File: config.mk
export PLATFORM = sky130hd
export DESIGN_NAME = ast_core
export DESIGN_NICKNAME = d
export VERILOG_FILES = /design/src/ast_pkg.sv /design/src/ast_core.sv
export SDC_FILE = /design/constraint.sdc
export NUM_CORES = 1
export LEC_CHECK = 0
export ABC_AREA = 1
export BUFFER_PORTS_ARGS = -buffer_cell sky130_fd_sc_hd__buf_2
export CAP_MARGIN = 10
export CORE_MARGIN = 5
export CORE_UTILIZATION = 39
export DETAILED_ROUTE_END_ITERATION = 16
export SYNTH_ARGS = -nofsm -noshare
export SYNTH_HDL_FRONTEND = slang
export SYNTH_SLANG_ARGS = --single-unit
File: constraint.sdc
create_clock -name i_clk -period 4.3 [get_ports i_clk]
set_input_delay 1.29 -clock i_clk [delete_from_list [all_inputs] [get_ports i_clk]]
set_output_delay 1.29 -clock i_clk [all_outputs]
set_load 0.005 [all_outputs]
File: src/ast_pkg.sv
package ast_pkg;
	// register offsets inside the control word region
	localparam logic [2:0] OFF_IRQ_STATUS = 3'h0;
	localparam logic [2:0] OFF_SCAN_CTRL = 3'h2;
	localparam logic [2:0] OFF_TRIG_CTRL = 3'h4;
	// offsets inside the sample-data word region
	localparam logic [2:0] OFF_DAT_SAMPLE = 3'h0;
	localparam logic [2:0] OFF_DAT_CLEAR = 3'h2;
	// reset values of the control registers
	localparam logic [15:0] SCAN_RESET = 16'h0000;
	localparam logic [15:0] TRIG_RESET = 16'h0000;
	// interrupt / fifo status register bits
	localparam int BIT_INT_CLEAR = 7;
	localparam int BIT_OVF_CLEAR = 13;
	localparam int BIT_DRAIN_CLEAR = 14;
	localparam int BIT_EXT_IRQ = 8;
	localparam int BIT_BURST_DONE = 9;
	localparam int BIT_HALF = 10;
	localparam int BIT_AVAIL_LATCHED = 11;
	localparam int BIT_AVAIL_LIVE = 12;
	localparam int BIT_OVERFLOW = 13;
	localparam int BIT_DRAINED = 14;
	// scan control fields
	localparam int SCAN_FIELD_W = 14;
	localparam int BIT_EOC = 14;
	// trigger control fields
	localparam int TRIG_SRC_LSB = 0;
	localparam int BIT_TRIG_INV = 2;
	localparam int BIT_TRIG_EDGE = 3;
	localparam int BIT_TRIG_EN = 4;
	localparam int BIT_BURST_EN = 5;
	localparam int BIT_PRETRIG = 6;
	localparam int BIT_TRIG_CLEAR = 7;
	localparam int BIT_ARM = 11;
	localparam int BIT_FIFO_MODE = 12;
	localparam int BIT_TRIG_LATCH = 7;
	// documented depth of the sample store, in words
	localparam int DOC_FIFO_WORDS = 512;
	// pacer sources
	typedef enum logic [1:0] {
		PACE_SOFT = 2'h0,
		PACE_TIMER = 2'h1,
		PACE_EXT_FALL = 2'h2,
		PACE_EXT_RISE = 2'h3
	} ast_pacer_e;
	// trigger sources
	typedef enum logic [1:0] {
		TRIG_OFF = 2'h0,
		TRIG_SOFT = 2'h1,
		TRIG_EXT_DIG = 2'h2,
		TRIG_EXT_ANA = 2'h3
	} ast_trig_src_e;
	// full-scale spans 10V, 5V, 2.5V, 1.25V
	typedef enum logic [1:0] {
		SPAN_10V = 2'h0,
		SPAN_5V = 2'h1,
		SPAN_2V5 = 2'h2,
		SPAN_1V25 = 2'h3
	} ast_span_e;
	// acquisition sequencer states
	typedef enum logic [2:0] {
		ST_IDLE = 3'h1,
		ST_CONVERT = 3'h2,
		ST_BURST = 3'h4
	} ast_state_e;
	// scan / range / pacer control word, bit 13 down to bit 0
	typedef struct packed {
		ast_pacer_e pacer;
		logic unipolar;
		logic single_ended;
		ast_span_e span;
		logic [3:0] last;
		logic [3:0] first;
	} ast_scan_s;
	// one host word access
	typedef struct packed {
		logic ctl_sel;
		logic dat_sel;
		logic wr;
		logic rd;
		logic [2:0] addr;
		logic [15:0] wdata;
	} ast_io_req_s;
endpackage

File: src/ast_core.sv
`timescale 1ns/1ps
// What this block does
// - latch external interrupt on rising input edge
// - latch end of burst when burst completes
// - latch half-full once at or above half capacity
// - latch not-empty when a word becomes readable
// - live not-empty flag follows stored words
// - latch overflow when writing into full store
// - latch output-store drained event
// - channel write loads first, step, wrap after last
// - span field selects gain 1, 2, 4, 8
// - mode bit: single-ended 16, differential 8 channels
// - polarity bit selects unipolar or bipolar
// - pacer field: soft, timer, falling, rising edge
// - sample-offset data write starts soft conversion
// - live conversion-done bit, low while busy
// - trigger source: off, soft, digital, analog
// - invert external trigger when polarity set
// - edge select picks edge trigger or level gate
// - external source acts only while enabled
// - first edge sets latch, later ones ignored
// - burst mode converts from current channel through last
// - pre-trigger enable with arm and mode bits
// - overflow clear writes one, zero no effect
// - trigger clear writes one, zero no effect

// sample store: flip-flop ring with valid/ready on both sides
module ast_fifo #(
	parameter int WIDTH = 16,
	parameter int DEPTH = 16
) (
	input wire logic i_clk,
	input wire logic i_arst_n,
	input wire logic i_flush,
	input wire logic i_in_valid,
	output logic o_in_ready,
	input wire logic [WIDTH-1:0] i_in_data,
	output logic o_out_valid,
	input wire logic i_out_ready,
	output logic [WIDTH-1:0] o_out_data,
	output logic [$clog2(DEPTH+1)-1:0] o_count
);
	localparam int PW = $clog2(DEPTH);
	localparam int CW = $clog2(DEPTH+1);
	localparam logic [PW-1:0] LAST_IDX = PW'(DEPTH - 1);
	localparam logic [CW-1:0] FULL_CNT = CW'(DEPTH);

	logic [WIDTH-1:0] mem_q [DEPTH]; // storage words
	logic [PW-1:0] wr_q; // write index
	logic [PW-1:0] rd_q; // read index
	logic [CW-1:0] cnt_q; // words held
	wire push = i_in_valid && o_in_ready;
	wire pop = o_out_valid && i_out_ready;

	assign o_in_ready = (cnt_q != FULL_CNT);
	assign o_out_valid = (cnt_q != '0);
	assign o_out_data = mem_q[rd_q];
	assign o_count = cnt_q;

	// index step with wrap at the last slot
	function automatic logic [PW-1:0] step(input logic [PW-1:0] idx);
		step = (idx == LAST_IDX) ? '0 : idx + PW'(1);
	endfunction

	// pointer and count update, flush wins
	always_ff @(posedge i_clk or negedge i_arst_n) begin
		if (!i_arst_n) begin
			wr_q <= '0;
			rd_q <= '0;
			cnt_q <= '0;
		end else if (i_flush) begin
			wr_q <= '0;
			rd_q <= '0;
			cnt_q <= '0;
		end else begin
			if (push) wr_q <= step(wr_q);
			if (pop) rd_q <= step(rd_q);
			cnt_q <= cnt_q + CW'(push) - CW'(pop);
		end
	end

	// data words, no reset needed
	always_ff @(posedge i_clk) begin
		if (push) mem_q[wr_q] <= i_in_data;
	end
endmodule // ast_fifo

// acquisition control, trigger and status registers
module ast_core
	import ast_pkg::*;
#(
	parameter int FIFO_DEPTH = 16,
	parameter int DATA_W = 16
) (
	input wire logic i_clk,
	input wire logic i_arst_n,
	input wire ast_io_req_s i_io_req,
	output logic [15:0] o_io_rdata,
	input wire logic i_ext_irq,
	input wire logic i_timer_tick,
	input wire logic i_ext_pacer,
	input wire logic i_ext_trig,
	input wire logic i_ana_trig,
	input wire logic i_out_fifo_drained,
	output logic o_conv_start,
	input wire logic i_conv_busy,
	input wire logic i_conv_valid,
	input wire logic [DATA_W-1:0] i_conv_data,
	output logic [3:0] o_mux_channel,
	output logic [3:0] o_gain,
	output logic o_unipolar,
	output logic o_single_ended,
	output logic o_pretrig_enable,
	output logic o_arm,
	output logic o_fifo_mode
);
	localparam int CW = $clog2(FIFO_DEPTH+1);
	localparam logic [CW-1:0] HALF_CNT = CW'(FIFO_DEPTH / 2);

	// control registers
	ast_scan_s scan_q; // scan, range, pacer
	ast_trig_src_e trig_src_q; // trigger source
	logic trig_inv_q; // external input inverted
	logic trig_edge_q; // edge, else level gate
	logic trig_en_q; // external source enable
	logic burst_en_q; // burst mode
	logic pretrig_q; // pre-trigger mode
	logic arm_q; // arm bit
	logic fifo_mode_q; // fifo mode bit
	// latched status
	logic ext_irq_latched_q;
	logic burst_done_latched_q;
	logic half_latched_q;
	logic avail_latched_q;
	logic overflow_q;
	logic drained_latched_q;
	logic trig_latch_q;
	// history for edge detection
	logic ext_irq_prev_q;
	logic pacer_prev_q;
	logic trig_prev_q;
	// sequencer
	ast_state_e state_q;
	ast_state_e state_d;
	logic [3:0] chan_q; // current mux channel
	logic start_q; // conversion start pulse
	logic [15:0] rdata_q; // read answer

	// fifo hookup
	logic fifo_in_ready;
	logic fifo_out_valid;
	logic [DATA_W-1:0] fifo_out_data;
	logic [CW-1:0] fifo_count;

	// rising edge of a sampled level
	function automatic logic rise(input logic cur, input logic prev);
		rise = cur && !prev;
	endfunction

	// span code to gain 1, 2, 4, 8
	function automatic logic [3:0] span_gain(input ast_span_e sp);
		span_gain = 4'h1 << sp;
	endfunction

	// host access decode
	wire ctl_wr = i_io_req.ctl_sel && i_io_req.wr;
	wire wr_status = ctl_wr && (i_io_req.addr == OFF_IRQ_STATUS);
	wire wr_scan = ctl_wr && (i_io_req.addr == OFF_SCAN_CTRL);
	wire wr_trig = ctl_wr && (i_io_req.addr == OFF_TRIG_CTRL);
	wire dat_wr = i_io_req.dat_sel && i_io_req.wr;
	wire soft_convert = dat_wr && (i_io_req.addr == OFF_DAT_SAMPLE);
	wire fifo_clear = dat_wr && (i_io_req.addr == OFF_DAT_CLEAR);
	wire fifo_read = i_io_req.dat_sel && i_io_req.rd && (i_io_req.addr == OFF_DAT_SAMPLE);
	wire [15:0] wd = i_io_req.wdata;

	// write-one clears, zero has no effect
	wire clr_int = wr_status && wd[BIT_INT_CLEAR];
	wire clr_ovf = wr_status && wd[BIT_OVF_CLEAR];
	wire clr_drain = wr_status && wd[BIT_DRAIN_CLEAR];
	wire clr_trig = wr_trig && wd[BIT_TRIG_CLEAR];

	// trigger conditioning
	wire trig_raw = (trig_src_q == TRIG_EXT_ANA) ? i_ana_trig : i_ext_trig;
	wire trig_cond = trig_raw ^ trig_inv_q;
	wire trig_ext = (trig_src_q == TRIG_EXT_DIG) || (trig_src_q == TRIG_EXT_ANA);
	wire trig_edge_hit = trig_ext && trig_en_q && trig_edge_q
		&& rise(trig_cond, trig_prev_q);
	// gate: off blocks, soft runs, external by latch or level
	wire ext_gate = trig_en_q && (trig_edge_q ? trig_latch_q : trig_cond);
	wire gate_open = (trig_src_q == TRIG_SOFT) || (trig_ext && ext_gate);

	// pacer selection
	wire pace_fall = !i_ext_pacer && pacer_prev_q;
	wire pace_rise = rise(i_ext_pacer, pacer_prev_q);
	wire pace_sel = (scan_q.pacer == PACE_SOFT) ? soft_convert :
		(scan_q.pacer == PACE_TIMER) ? i_timer_tick :
		(scan_q.pacer == PACE_EXT_FALL) ? pace_fall : pace_rise;
	wire pace_tick = pace_sel && gate_open;

	// scan stepping
	wire at_last = (chan_q == scan_q.last);
	wire [3:0] chan_mask = scan_q.single_ended ? 4'hf : 4'h7;
	wire [3:0] chan_next = at_last ? scan_q.first : chan_q + 4'h1;
	wire burst_end = (state_q == ST_BURST) && i_conv_valid && at_last;

	// store entry: drop and flag when full
	wire push_ok = i_conv_valid && fifo_in_ready;
	wire push_lost = i_conv_valid && !fifo_in_ready;

	ast_fifo #(
		.WIDTH(DATA_W),
		.DEPTH(FIFO_DEPTH)
	) u_fifo (
		.i_clk(i_clk),
		.i_arst_n(i_arst_n),
		.i_flush(fifo_clear),
		.i_in_valid(i_conv_valid),
		.o_in_ready(fifo_in_ready),
		.i_in_data(i_conv_data),
		.o_out_valid(fifo_out_valid),
		.i_out_ready(fifo_read),
		.o_out_data(fifo_out_data),
		.o_count(fifo_count)
	);

	// sequencer next state
	always_comb begin
		state_d = state_q;
		case (state_q)
			ST_IDLE: begin
				if (pace_tick && !i_conv_busy) begin
					state_d = burst_en_q ? ST_BURST : ST_CONVERT;
				end
			end
			ST_CONVERT: begin
				if (i_conv_valid) state_d = ST_IDLE;
			end
			ST_BURST: begin
				if (burst_end) state_d = ST_IDLE;
			end
			default: state_d = ST_IDLE;
		endcase
	end

	// start pulse: on pace from idle, and per step within a burst
	wire start_d = ((state_q == ST_IDLE) && (state_d != ST_IDLE))
		|| ((state_q == ST_BURST) && i_conv_valid && !at_last);

	// sequencer and start register
	always_ff @(posedge i_clk or negedge i_arst_n) begin
		if (!i_arst_n) begin
			state_q <= ST_IDLE;
			start_q <= 1'b0;
		end else begin
			state_q <= state_d;
			start_q <= start_d;
		end
	end

	// channel pointer: load on write, step per result
	always_ff @(posedge i_clk or negedge i_arst_n) begin
		if (!i_arst_n) begin
			chan_q <= 4'h0;
		end else if (wr_scan) begin
			chan_q <= wd[3:0];
		end else if (i_conv_valid) begin
			chan_q <= chan_next;
		end
	end

	// control register writes
	always_ff @(posedge i_clk or negedge i_arst_n) begin
		if (!i_arst_n) begin
			scan_q <= ast_scan_s'(SCAN_RESET[SCAN_FIELD_W-1:0]);
			trig_src_q <= ast_trig_src_e'(TRIG_RESET[TRIG_SRC_LSB +: 2]);
			trig_inv_q <= TRIG_RESET[BIT_TRIG_INV];
			trig_edge_q <= TRIG_RESET[BIT_TRIG_EDGE];
			trig_en_q <= TRIG_RESET[BIT_TRIG_EN];
			burst_en_q <= TRIG_RESET[BIT_BURST_EN];
			pretrig_q <= TRIG_RESET[BIT_PRETRIG];
			arm_q <= TRIG_RESET[BIT_ARM];
			fifo_mode_q <= TRIG_RESET[BIT_FIFO_MODE];
		end else begin
			if (wr_scan) scan_q <= ast_scan_s'(wd[SCAN_FIELD_W-1:0]);
			if (wr_trig) begin
				trig_src_q <= ast_trig_src_e'(wd[TRIG_SRC_LSB +: 2]);
				trig_inv_q <= wd[BIT_TRIG_INV];
				trig_edge_q <= wd[BIT_TRIG_EDGE];
				trig_en_q <= wd[BIT_TRIG_EN];
				burst_en_q <= wd[BIT_BURST_EN];
				pretrig_q <= wd[BIT_PRETRIG];
				arm_q <= wd[BIT_ARM];
				fifo_mode_q <= wd[BIT_FIFO_MODE];
			end
		end
	end

	// input history for edges
	always_ff @(posedge i_clk or negedge i_arst_n) begin
		if (!i_arst_n) begin
			ext_irq_prev_q <= 1'b0;
			pacer_prev_q <= 1'b0;
			trig_prev_q <= 1'b0;
		end else begin
			ext_irq_prev_q <= i_ext_irq;
			pacer_prev_q <= i_ext_pacer;
			trig_prev_q <= trig_cond;
		end
	end

	// trigger latch: set wins over clear, held once set
	always_ff @(posedge i_clk or negedge i_arst_n) begin
		if (!i_arst_n) begin
			trig_latch_q <= 1'b0;
		end else if (trig_edge_hit) begin
			trig_latch_q <= 1'b1;
		end else if (clr_trig) begin
			trig_latch_q <= 1'b0;
		end
	end

	// sticky status bits, event beats clear
	always_ff @(posedge i_clk or negedge i_arst_n) begin
		if (!i_arst_n) begin
			ext_irq_latched_q <= 1'b0;
			burst_done_latched_q <= 1'b0;
			half_latched_q <= 1'b0;
			overflow_q <= 1'b0;
			drained_latched_q <= 1'b0;
		end else begin
			if (rise(i_ext_irq, ext_irq_prev_q)) ext_irq_latched_q <= 1'b1;
			else if (clr_int) ext_irq_latched_q <= 1'b0;
			if (burst_end && burst_en_q) burst_done_latched_q <= 1'b1;
			else if (clr_int) burst_done_latched_q <= 1'b0;
			if (fifo_count >= HALF_CNT) half_latched_q <= 1'b1;
			else if (clr_int) half_latched_q <= 1'b0;
			if (push_lost) overflow_q <= 1'b1;
			else if (clr_ovf) overflow_q <= 1'b0;
			if (i_out_fifo_drained) drained_latched_q <= 1'b1;
			else if (clr_drain) drained_latched_q <= 1'b0;
		end
	end

	// not-empty latch: set on entry, dropped on empty, clear or new start
	always_ff @(posedge i_clk or negedge i_arst_n) begin
		if (!i_arst_n) begin
			avail_latched_q <= 1'b0;
		end else if (push_ok && !fifo_clear) begin
			avail_latched_q <= 1'b1;
		end else if (!fifo_out_valid || fifo_clear || clr_int || start_q) begin
			avail_latched_q <= 1'b0;
		end
	end

	// read words, spare bits zero
	wire [15:0] rd_status = (16'(ext_irq_latched_q) << BIT_EXT_IRQ)
		| (16'(burst_done_latched_q) << BIT_BURST_DONE)
		| (16'(half_latched_q) << BIT_HALF)
		| (16'(avail_latched_q) << BIT_AVAIL_LATCHED)
		| (16'(fifo_out_valid) << BIT_AVAIL_LIVE)
		| (16'(overflow_q) << BIT_OVERFLOW)
		| (16'(drained_latched_q) << BIT_DRAINED);
	wire conv_done = !i_conv_busy && (state_q == ST_IDLE);
	wire [15:0] rd_scan = 16'(conv_done) << BIT_EOC;
	wire [15:0] rd_trig = 16'(trig_latch_q) << BIT_TRIG_LATCH;
	wire [15:0] rd_ctl = (i_io_req.addr == OFF_IRQ_STATUS) ? rd_status :
		(i_io_req.addr == OFF_SCAN_CTRL) ? rd_scan :
		(i_io_req.addr == OFF_TRIG_CTRL) ? rd_trig : 16'h0000;
	wire [15:0] rd_dat = fifo_out_valid ? 16'(fifo_out_data) : 16'h0000;

	// read answer register, one cycle after the strobe
	always_ff @(posedge i_clk or negedge i_arst_n) begin
		if (!i_arst_n) begin
			rdata_q <= 16'h0000;
		end else if (i_io_req.rd && i_io_req.ctl_sel) begin
			rdata_q <= rd_ctl;
		end else if (fifo_read) begin
			rdata_q <= rd_dat;
		end
	end

	// outputs
	assign o_io_rdata = rdata_q;
	assign o_conv_start = start_q;
	assign o_mux_channel = chan_q & chan_mask;
	assign o_gain = span_gain(scan_q.span);
	assign o_unipolar = scan_q.unipolar;
	assign o_single_ended = scan_q.single_ended;
	assign o_pretrig_enable = pretrig_q;
	assign o_arm = arm_q;
	assign o_fifo_mode = fifo_mode_q;
endmodule // ast_core

==> results of run 1 <==
## final timing paths
path | cells past startpoint | slack [ns] | endpoint | from
setup / recovery | 15 | 1.43 | u_fifo.o_count[4]$_DFF_PN0_ | i_io_req[18]
hold / removal | 1 | 0.44 | ext_irq_latched_q$_DFFE_PN0P_ | ext_irq_prev_q$_DFF_PN0_
setup reg to reg | 8 | 1.63 | o_io_rdata[7]$_DFFE_PN0P_ | u_fifo.rd_q[0]$_DFFE_PN0P_
hold reg to reg | 1 | 0.44 | ext_irq_latched_q$_DFFE_PN0P_ | ext_irq_prev_q$_DFF_PN0_
max in group asynchronous | 1 | 2.69 | u_fifo.rd_q[0]$_DFFE_PN0P_ | i_arst_n
min in group asynchronous | 1 | 0.91 | scan_q[2]$_DFFE_PN0P_ | i_arst_n
## cell usage after synthesis, drive strengths merged (14+ instances only)
cell    number
o21ai      127
nor2       149
clkbuf      19
a21oi       18
o211ai      21
nand3       99
dfrtp       69
nand2      242
ha          14
buf         38
inv         73
edfxtp     256
o22ai       24
## metal layers
metal,routed length [µm],global-route usage (%)
met3,1510,2.56
met2,15900,27.9
met4,1200,6.49
met5,0,0
met1,14600,23.3
## area by class of cell
type	instances	share of cell area (%)
sequential	326	61.0
multi-input combinational	735	22.9
clock buffer	45	6.03
tap	455	3.67
timing repair buffer	101	3.67
inverter	75	1.83
clock inverter	16	0.945
## logic make-up (layout without fill, tap and decap cells)
| family | count (synthesis) | count (layout) | synth area share [%] |
|---|---|---|---|
| AND/OR/NAND/NOR | 501 | 501 | 15.0 |
| XOR/XNOR | 7 | 7 | 0.452 |
| multiplexers | 1 | 1 | 0.0831 |
| flip-flops | 326 | 326 | 69.6 |
| buffers and inverters | 132 | 237 | 4.48 |
| AO/OA/AOI/OAI | 211 | 211 | 8.86 |
| adder cells (fa/ha/maj) | 15 | 15 | 1.44 |
## worst reg2reg max path: stages, from the launching register on
cell,delay [ns]
dfrtp_4,0.67
inv_4,0.80
buf_4,0.45
nand2_1,0.10
nand3_1,0.09
nand2_1,0.10
a21oi_1,0.17
nand3_1,0.14
nand3_1,0.10
## cells in the final DEF, fill, tap and decap left out, types with 2 or more instances in the layout
cell       synthesis  layout
clkinv_2           0       4
nand2_1          241     241
o21ai_1           16      16
o21ai_0          111     111
o21bai_1           5       5
bufinv_16          0       2
nor2_2             0      16
clkinv_1           2       8
nand3_1           99      99
clkbuf_16          0      36
buf_4             10      25
buf_2             21      76
inv_2              4       4
clkbuf_1          19       9
nor3_1             3       3
o211ai_1          21      21
o21a_1             2       2
o22ai_1           24      24
nand4_1            3       3
nor3_2             2       2
o221ai_1           7       7
nor2_1           149     133
a21oi_1           18      18
ha_1              14      14
xor2_1             6       6
edfxtp_1         256     256
dfrtp_1           69      67
inv_1             68      68
## power by group through the flow
stage               sequential [mW]  clock, mW  combinational (mW)
finish                         4.00       2.86                2.13
global route                   4.04       3.05                2.42
CTS                            4.00       2.92                2.16
detailed placement             4.06          0                2.16
global placement               4.05          0                2.11
floorplan                      3.98          0                1.52
## through the flow
stage / utilization (%) / hold slack, ns / instances
after floorplan: - / 0.400 / 1193
after global placement: 41.8 / 0.409 / 1692
after detailed placement: 41.8 / 0.442 / 1692
after CTS: 45.0 / 0.450 / 1753
after global routing: 45.0 / 0.469 / 1753
final: 45.0 / 0.436 / 1753
## state kept, by name, indices dropped and copies added (netlist names), 2 cells and up
name / cells
u_fifo.mem_q: 256
scan_q: 12
u_fifo.o_count: 5
o_io_rdata: 16
state_q: 3
trig_src_q: 2
u_fifo.wr_q: 4
chan_q: 4
u_fifo.rd_q: 4
==> metrics.md, run 1 <==
| Metric | Value |
|---|---|
| Post-synth top area cell | edfxtp_1 |
| WL/cell | between 15 and 20 µm |
| Synth area leaders | edfxtp_1 57%, dfrtp_1 13%, nand2_1 6.7% |
| Synth-to-layout area growth | 14.3% |
| Total grt overflow | 0 |
| Max Fanout on Critical Path | 5 |
| Share of post-route cells with drive strength above 1 | a little over an eighth |
| Area after DPL | 14,400 µm² |
| DR iter-0 viols | 743 |
| Antenna violations before repair | 0 |
| Syn_area_per_cell | 11.4 µm² |
| Post-synthesis register bit count | around 330 |
| Top delay family on crit path | simple AND/OR/NAND/NOR gates |
| Fin. max-slew vios | 0 |
| Period Utilization, post-route | between 60% and 70% |
| H-Tree Depth | 2 |
| Fmax | between 300 and 400 MHz |
| Finished Cell Area | 15,500 µm² |
| Post-CTS setup buffer count | 0 |
| Total wire length | between 30,000 and 40,000 µm |
| PnR Total Power | 8.99 mW |
| Latest clock arrival within the worst-skew pair | 0.52 ns |
| CP max-delay cell | fa_1 |
| Yosys warning total | 0 |
| TNS Setup | 0 ns |
| IO buf count | between 70 and 80 |
| PnR worst setup slack | around 1.4 ns |
| Core area | about 34,000 µm² |
| Footprint of the multi-input gates | approximately 3500 µm² |
| # DRC | 0 |
| Yosys top cell area share | between 50% and 60% |
| RSZ-0062 raised after global routing | false |
| DIE HEIGHT | about 200 µm |
| Worst EP arrival | between 3 and 4 ns |
| CP Class | input pin to flop |
| Reg power frac | around 45% |
| Number of iterations in the first detailed-routing pass | 5 |
| Tmin final | 2.87 ns |
| Cells along the critical path | buf_2 -> nor2_1 -> nand2_1 -> nor2_1 -> nand2_1 -> inv_2 -> ha_1 -> inv_1 -> ha_1 -> fa_1 -> nand2_1 -> a21oi_1 -> nor2_1 -> o21ai_0 -> a21oi_1 |
| CTS root buf | clkbuf_16 |
| GRT Total Usage | between 10% and 20% |
| Post-synth ARST share | a little over a fifth |
| Num Clock Sinks | ~330 |
| Die ar. | between 30,000 and 40,000 µm² |
| Setup WS pre-CTS | about 0.9 ns |
| Pint | a little over 6 mW |
| Logic pwr share | a little under a quarter |
| Switching Fraction | about a third |
| Worst Skew | roughly 0.016 ns |
| Antenna cells | 0 |
| CTS tree | built |
| Worst Setup Start Kind | input pin |
| Routed vias | around 8,900 |
| # rows | 68 |
| Crit end category | flop |
| Leakage power total | 6.06 nW |
| Mapped Area | ~14,000 µm² |
| Count of different cell masters after synthesis | 42 |
| Synth Flop Type | edfxtp_1 |
| Clk pwr share | between 30% and 40% |
| Number of top-level pins | 79 |
| Initial Utilization | between 30% and 40% |
| Hold Buf Count CTS | 0 |
| Crit path largest cell delay | between 0.4 and 0.5 ns |
| Largest net degree at the start of global routing | roughly 90 |
| CTS Buffer Depth | 3 |
| Final setup fails | 0 |
| Post-Syn Nets | between 1,000 and 1,500 |
| Worst slew margin | between 30 and 40% |
| Seq/Total Area, Yosys | 69.6% |
| Crit path buffers/inverters | 3 |
| Vias in the first global route | about 9,000 |
| Gate count of the mapped netlist | approximately 1,200 |
| Post-cts sizing count | 0 |
| CTS Buf Count | 36 |
| Number of enable flip-flop cells after synthesis | about 260 |
| Die X | around 200 µm |
| Clock-pin slew on the worst setup and hold paths | around 0.050 ns |
| NetSw | roughly 2.9 mW |
| CP required | 4.74 ns |
| Sequential cell area | around 9400 µm² |
| Antenna viol nets, final | 0 |
| Worst Hold Class | flop to flop |
| Outcome | finished clean |
| Worst Max-Slew Pin Slew | 1.00 ns |
| PwrDens | around 580 nW/µm² |
| Gpl congestion | ~0.8 |
| Hpwl dp | about 20,000 µm |
| Peak VDD IR | roughly 0.33 mV |
| Via density | about 5.1 |
| Number of fill cells | approximately 3,200 |
| First-pass GRT wire length | ~52,000 µm |
| Max Cap Viol | 0 |
| Nets | between 1,000 and 1,500 |
| Final Hold Vio Count | 0 |
(Power assumes the default switching activity.)
==> run 2: changes to the inputs <==
==> constraint.sdc (replaced) <==
create_clock -name i_clk -period 2.8 [get_ports i_clk]
set_input_delay 0.84 -clock i_clk [delete_from_list [all_inputs] [get_ports i_clk]]
set_output_delay 0.84 -clock i_clk [all_outputs]
set_load 0.005 [all_outputs]
==> run 2 against run 1 <==
Effect of this change:
- global-route usage shrank 0.19 points
- wire length grew 0.70%
- first-iteration DRC count grew 6.1%
- final cell count grew 1.0%
- clock-buffer cell count grew 9
- worst setup slack lost 1.1 ns
- clock skew grew 0.0029 ns
- die area is the same
- sequential share of layout area shrank 0.86 points
- register-to-register slack lost 1.3 ns
- critical path type is now flop to flop
- largest cell class unchanged
- largest power group unchanged
==> metrics.md, run 2 (same netlist as run 1, synthesis figures left out) <==
| Metric | Value |
|---|---|
| Worst Setup Start Kind | flop |
| Number of iterations in the first detailed-routing pass | 5 (unchanged) |
| Most flop-heavy register | u_fifo.mem_q |
| Total grt overflow | 0 (unchanged) |
| Critical R2R Capture | u_fifo.o_count[4]$_DFF_PN0_ |
| Crit end category | flop |
| Outcome | finished clean |
| Antenna viol nets, final | 0 (unchanged) |
| Max Fanout on Critical Path | 3 (-2) |
| Hold Buf Count CTS | 0 (unchanged) |
| CP dominant cell by count | ha_1 |
| Placed insts | 1,708 (+0.95%) |
| FF-to-FF path depth | 14 (+6) |
| Commonest non-fill, non-tap cells in the layout | 256 x edfxtp_1, 241 x nand2_1, 133 x nor2_1 |
| IO buf count | 77 (unchanged) |
| GRT Total Usage | 16.9% (-0.19 points) |
| Number of top-level pins | 79 (unchanged) |
| Max Cap Viol | 0 (unchanged) |
| Die ar. | 38,600 µm² (unchanged) |
| First-pass GRT wire length | 51,000 µm (-1.2%) |
| DIE HEIGHT | 196 µm (unchanged) |
| TNS Setup | 0 ns (unchanged) |
| Share of post-route cells with drive strength above 1 | 14.5% (+0.97 points) |
| Max reg flops | 256 (unchanged) |
| Number of fill cells | 3,168 (-0.19%) |
| CTS root buf | clkbuf_16 |
| Total wire length | 33,400 µm (+0.70%) |
| Peak VDD IR | 0.413 mV (+27%) |
| Die X | 196 µm (unchanged) |
| Num Clock Sinks | 326 (unchanged) |
| Most common cell after layout, fill and taps aside | edfxtp_1 |
| RSZ-0062 raised after global routing | false |
| Tmin final | between 2 and 2.5 ns |
| Antenna violations before repair | 4 (+4) |
| CP required | 3.24 ns (-1.50 ns) |
| Clock-pin slew on the worst setup and hold paths | 0.06 ns (about the same) |
| Largest net degree at the start of global routing | 130 (+41%) |
| Core area | 34,500 µm² (unchanged) |
| CP Class | flop to flop |
| Post-CTS setup buffer count | 0 (unchanged) |
| Sequential cell area | 9450 µm² (unchanged) |
| Final setup fails | 0 (unchanged) |
| Initial Utilization | 39.3% (unchanged) |
| Worst EP arrival | 2.89 ns (-0.42 ns) |
| Hpwl dp | 20,100 µm (+2.6%) |
| Nets | 1,354 (+1.1%) |
| Via density | 5.16 (+1.1%) |
| Crit path buffers/inverters | 3 (unchanged) |
| Fmax | 409 MHz |
| Vias in the first global route | 8,867 (-1.4%) |
| CTS Buf Count | 35 (-2.8%) |
| Crit path largest cell delay | 0.41 ns (about the same) |
| Latest clock arrival within the worst-skew pair | 0.51 ns (about the same) |
| Top delay family on crit path | adder cells |
| Routed vias | 9,133 (+2.1%) |
| DR iter-0 viols | 788 (+6.1%) |
| CTS Buffer Depth | 3 (unchanged) |
| Setup slack, reg-to-reg | 0.35 ns (-1.28 ns) |
| # rows | 68 (unchanged) |
| Leakage power total | 6.17 nW (+1.8%) |
| WL/cell | 18.9 µm (-0.32%) |
| Period Utilization, post-route | around 87% |
| PwrDens | 883 nW/µm² (+52%) |
| Gpl congestion | 0.809 (+2.5%) |
| Worst Hold Class | input pin to async pin |
| Reg-to-reg startpoint | u_fifo.o_count[2]$_DFF_PN0_ |
| # DRC | 0 (unchanged) |
| Worst Skew | 0.0186 ns (+0.00287 ns) |
| CP max-delay cell | fa_1 |
| Cells along the critical path | inv_1 -> ha_1 -> nand3_1 -> nand2_1 -> inv_2 -> ha_1 -> inv_1 -> ha_1 -> fa_1 -> nand2_1 -> a21oi_1 -> nor2_1 -> o21ai_0 -> a21oi_1 |
| Final Hold Vio Count | 0 (unchanged) |
| Footprint of the multi-input gates | 3550 µm² (unchanged) |
| Cell Count, Final, Fillers Out | 1,771 (+1.0%) |
| Post-cts sizing count | 0 (unchanged) |
| Worst slew margin | 48.2% (+15 points) |
| CTS tree | built |
| H-Tree Depth | 2 (unchanged) |
| Fin. max-slew vios | 0 (unchanged) |
| Worst Max-Slew Pin Slew | 0.774 ns (-0.230 ns) |
| Synth-to-layout area growth | 15.9% |
run 2: changes by cell type in the layout (fill, tap and decap cells not counted), sizes merged:
cell	change
buf	+16
clkbuf	+9
clkinv	-3
bufinv	-2
inv	-2
clkinvlp	-1
diode	+1
run 2: report_power, final:
group,switching (mW),internal (mW)
logic,2.31,1.13
clock network,1.79,2.56
registers,0.283,5.82
total,4.38,9.50
run 2: how the worst max path moves through the flow:
stage / cells past startpoint / slack (ns) / startpoint / to
floorplan: 12 / 0.20 / i_io_req[18] / u_fifo.o_count[2]$_DFF_PN0_
global placement: 15 / -0.06 / i_io_req[18] / u_fifo.o_count[4]$_DFF_PN0_
detailed placement: 15 / -0.07 / i_io_req[18] / u_fifo.o_count[4]$_DFF_PN0_
CTS: 14 / 0.33 / u_fifo.o_count[2]$_DFF_PN0_ / u_fifo.o_count[4]$_DFF_PN0_
global route: 14 / 0.08 / u_fifo.o_count[2]$_DFF_PN0_ / u_fifo.o_count[4]$_DFF_PN0_
finish: 14 / 0.35 / u_fifo.o_count[2]$_DFF_PN0_ / u_fifo.o_count[4]$_DFF_PN0_
run 2: cell type report:
| cell class | instances | share of cell area (%) |
|---|---|---|
| inverter | 75 | 1.81 |
| tap | 455 | 3.62 |
| sequential | 326 | 60.1 |
| clock inverter | 8 | 0.247 |
| multi-input combinational | 735 | 22.6 |
| clock buffer | 54 | 6.62 |
| timing repair buffer | 117 | 5.02 |
| antenna | 1 | 0.0159 |
run 2: metal layers:
layer | vias to the layer above | share of wire [%] | global-route usage, %
met3 | 75 | 5.1 | 3.06
met4 | 6 | 3.4 | 6.28
met5 | - | 0.093 | 0
met1 | 4482 | 44 | 23.3
met2 | 218 | 47 | 26.9
li1 | 4352 | - | -
run 2: stage by stage:
step | instance area, µm² | hold WS (ns) | power (mW) | setup slack [ns] | utilization [%]
after floorplan | 13600 | 0.400 | 8.45 | 0.205 | -
after global placement | 14600 | 0.410 | 9.59 | -0.0617 | 42.5
after detailed placement | 14600 | 0.415 | 9.66 | -0.0662 | 42.5
after CTS | 15700 | 0.289 | 14.0 | 0.330 | 45.6
after global routing | 15700 | 0.318 | 14.6 | 0.0770 | 45.6
final | 15700 | 0.287 | 13.9 | 0.355 | 45.6
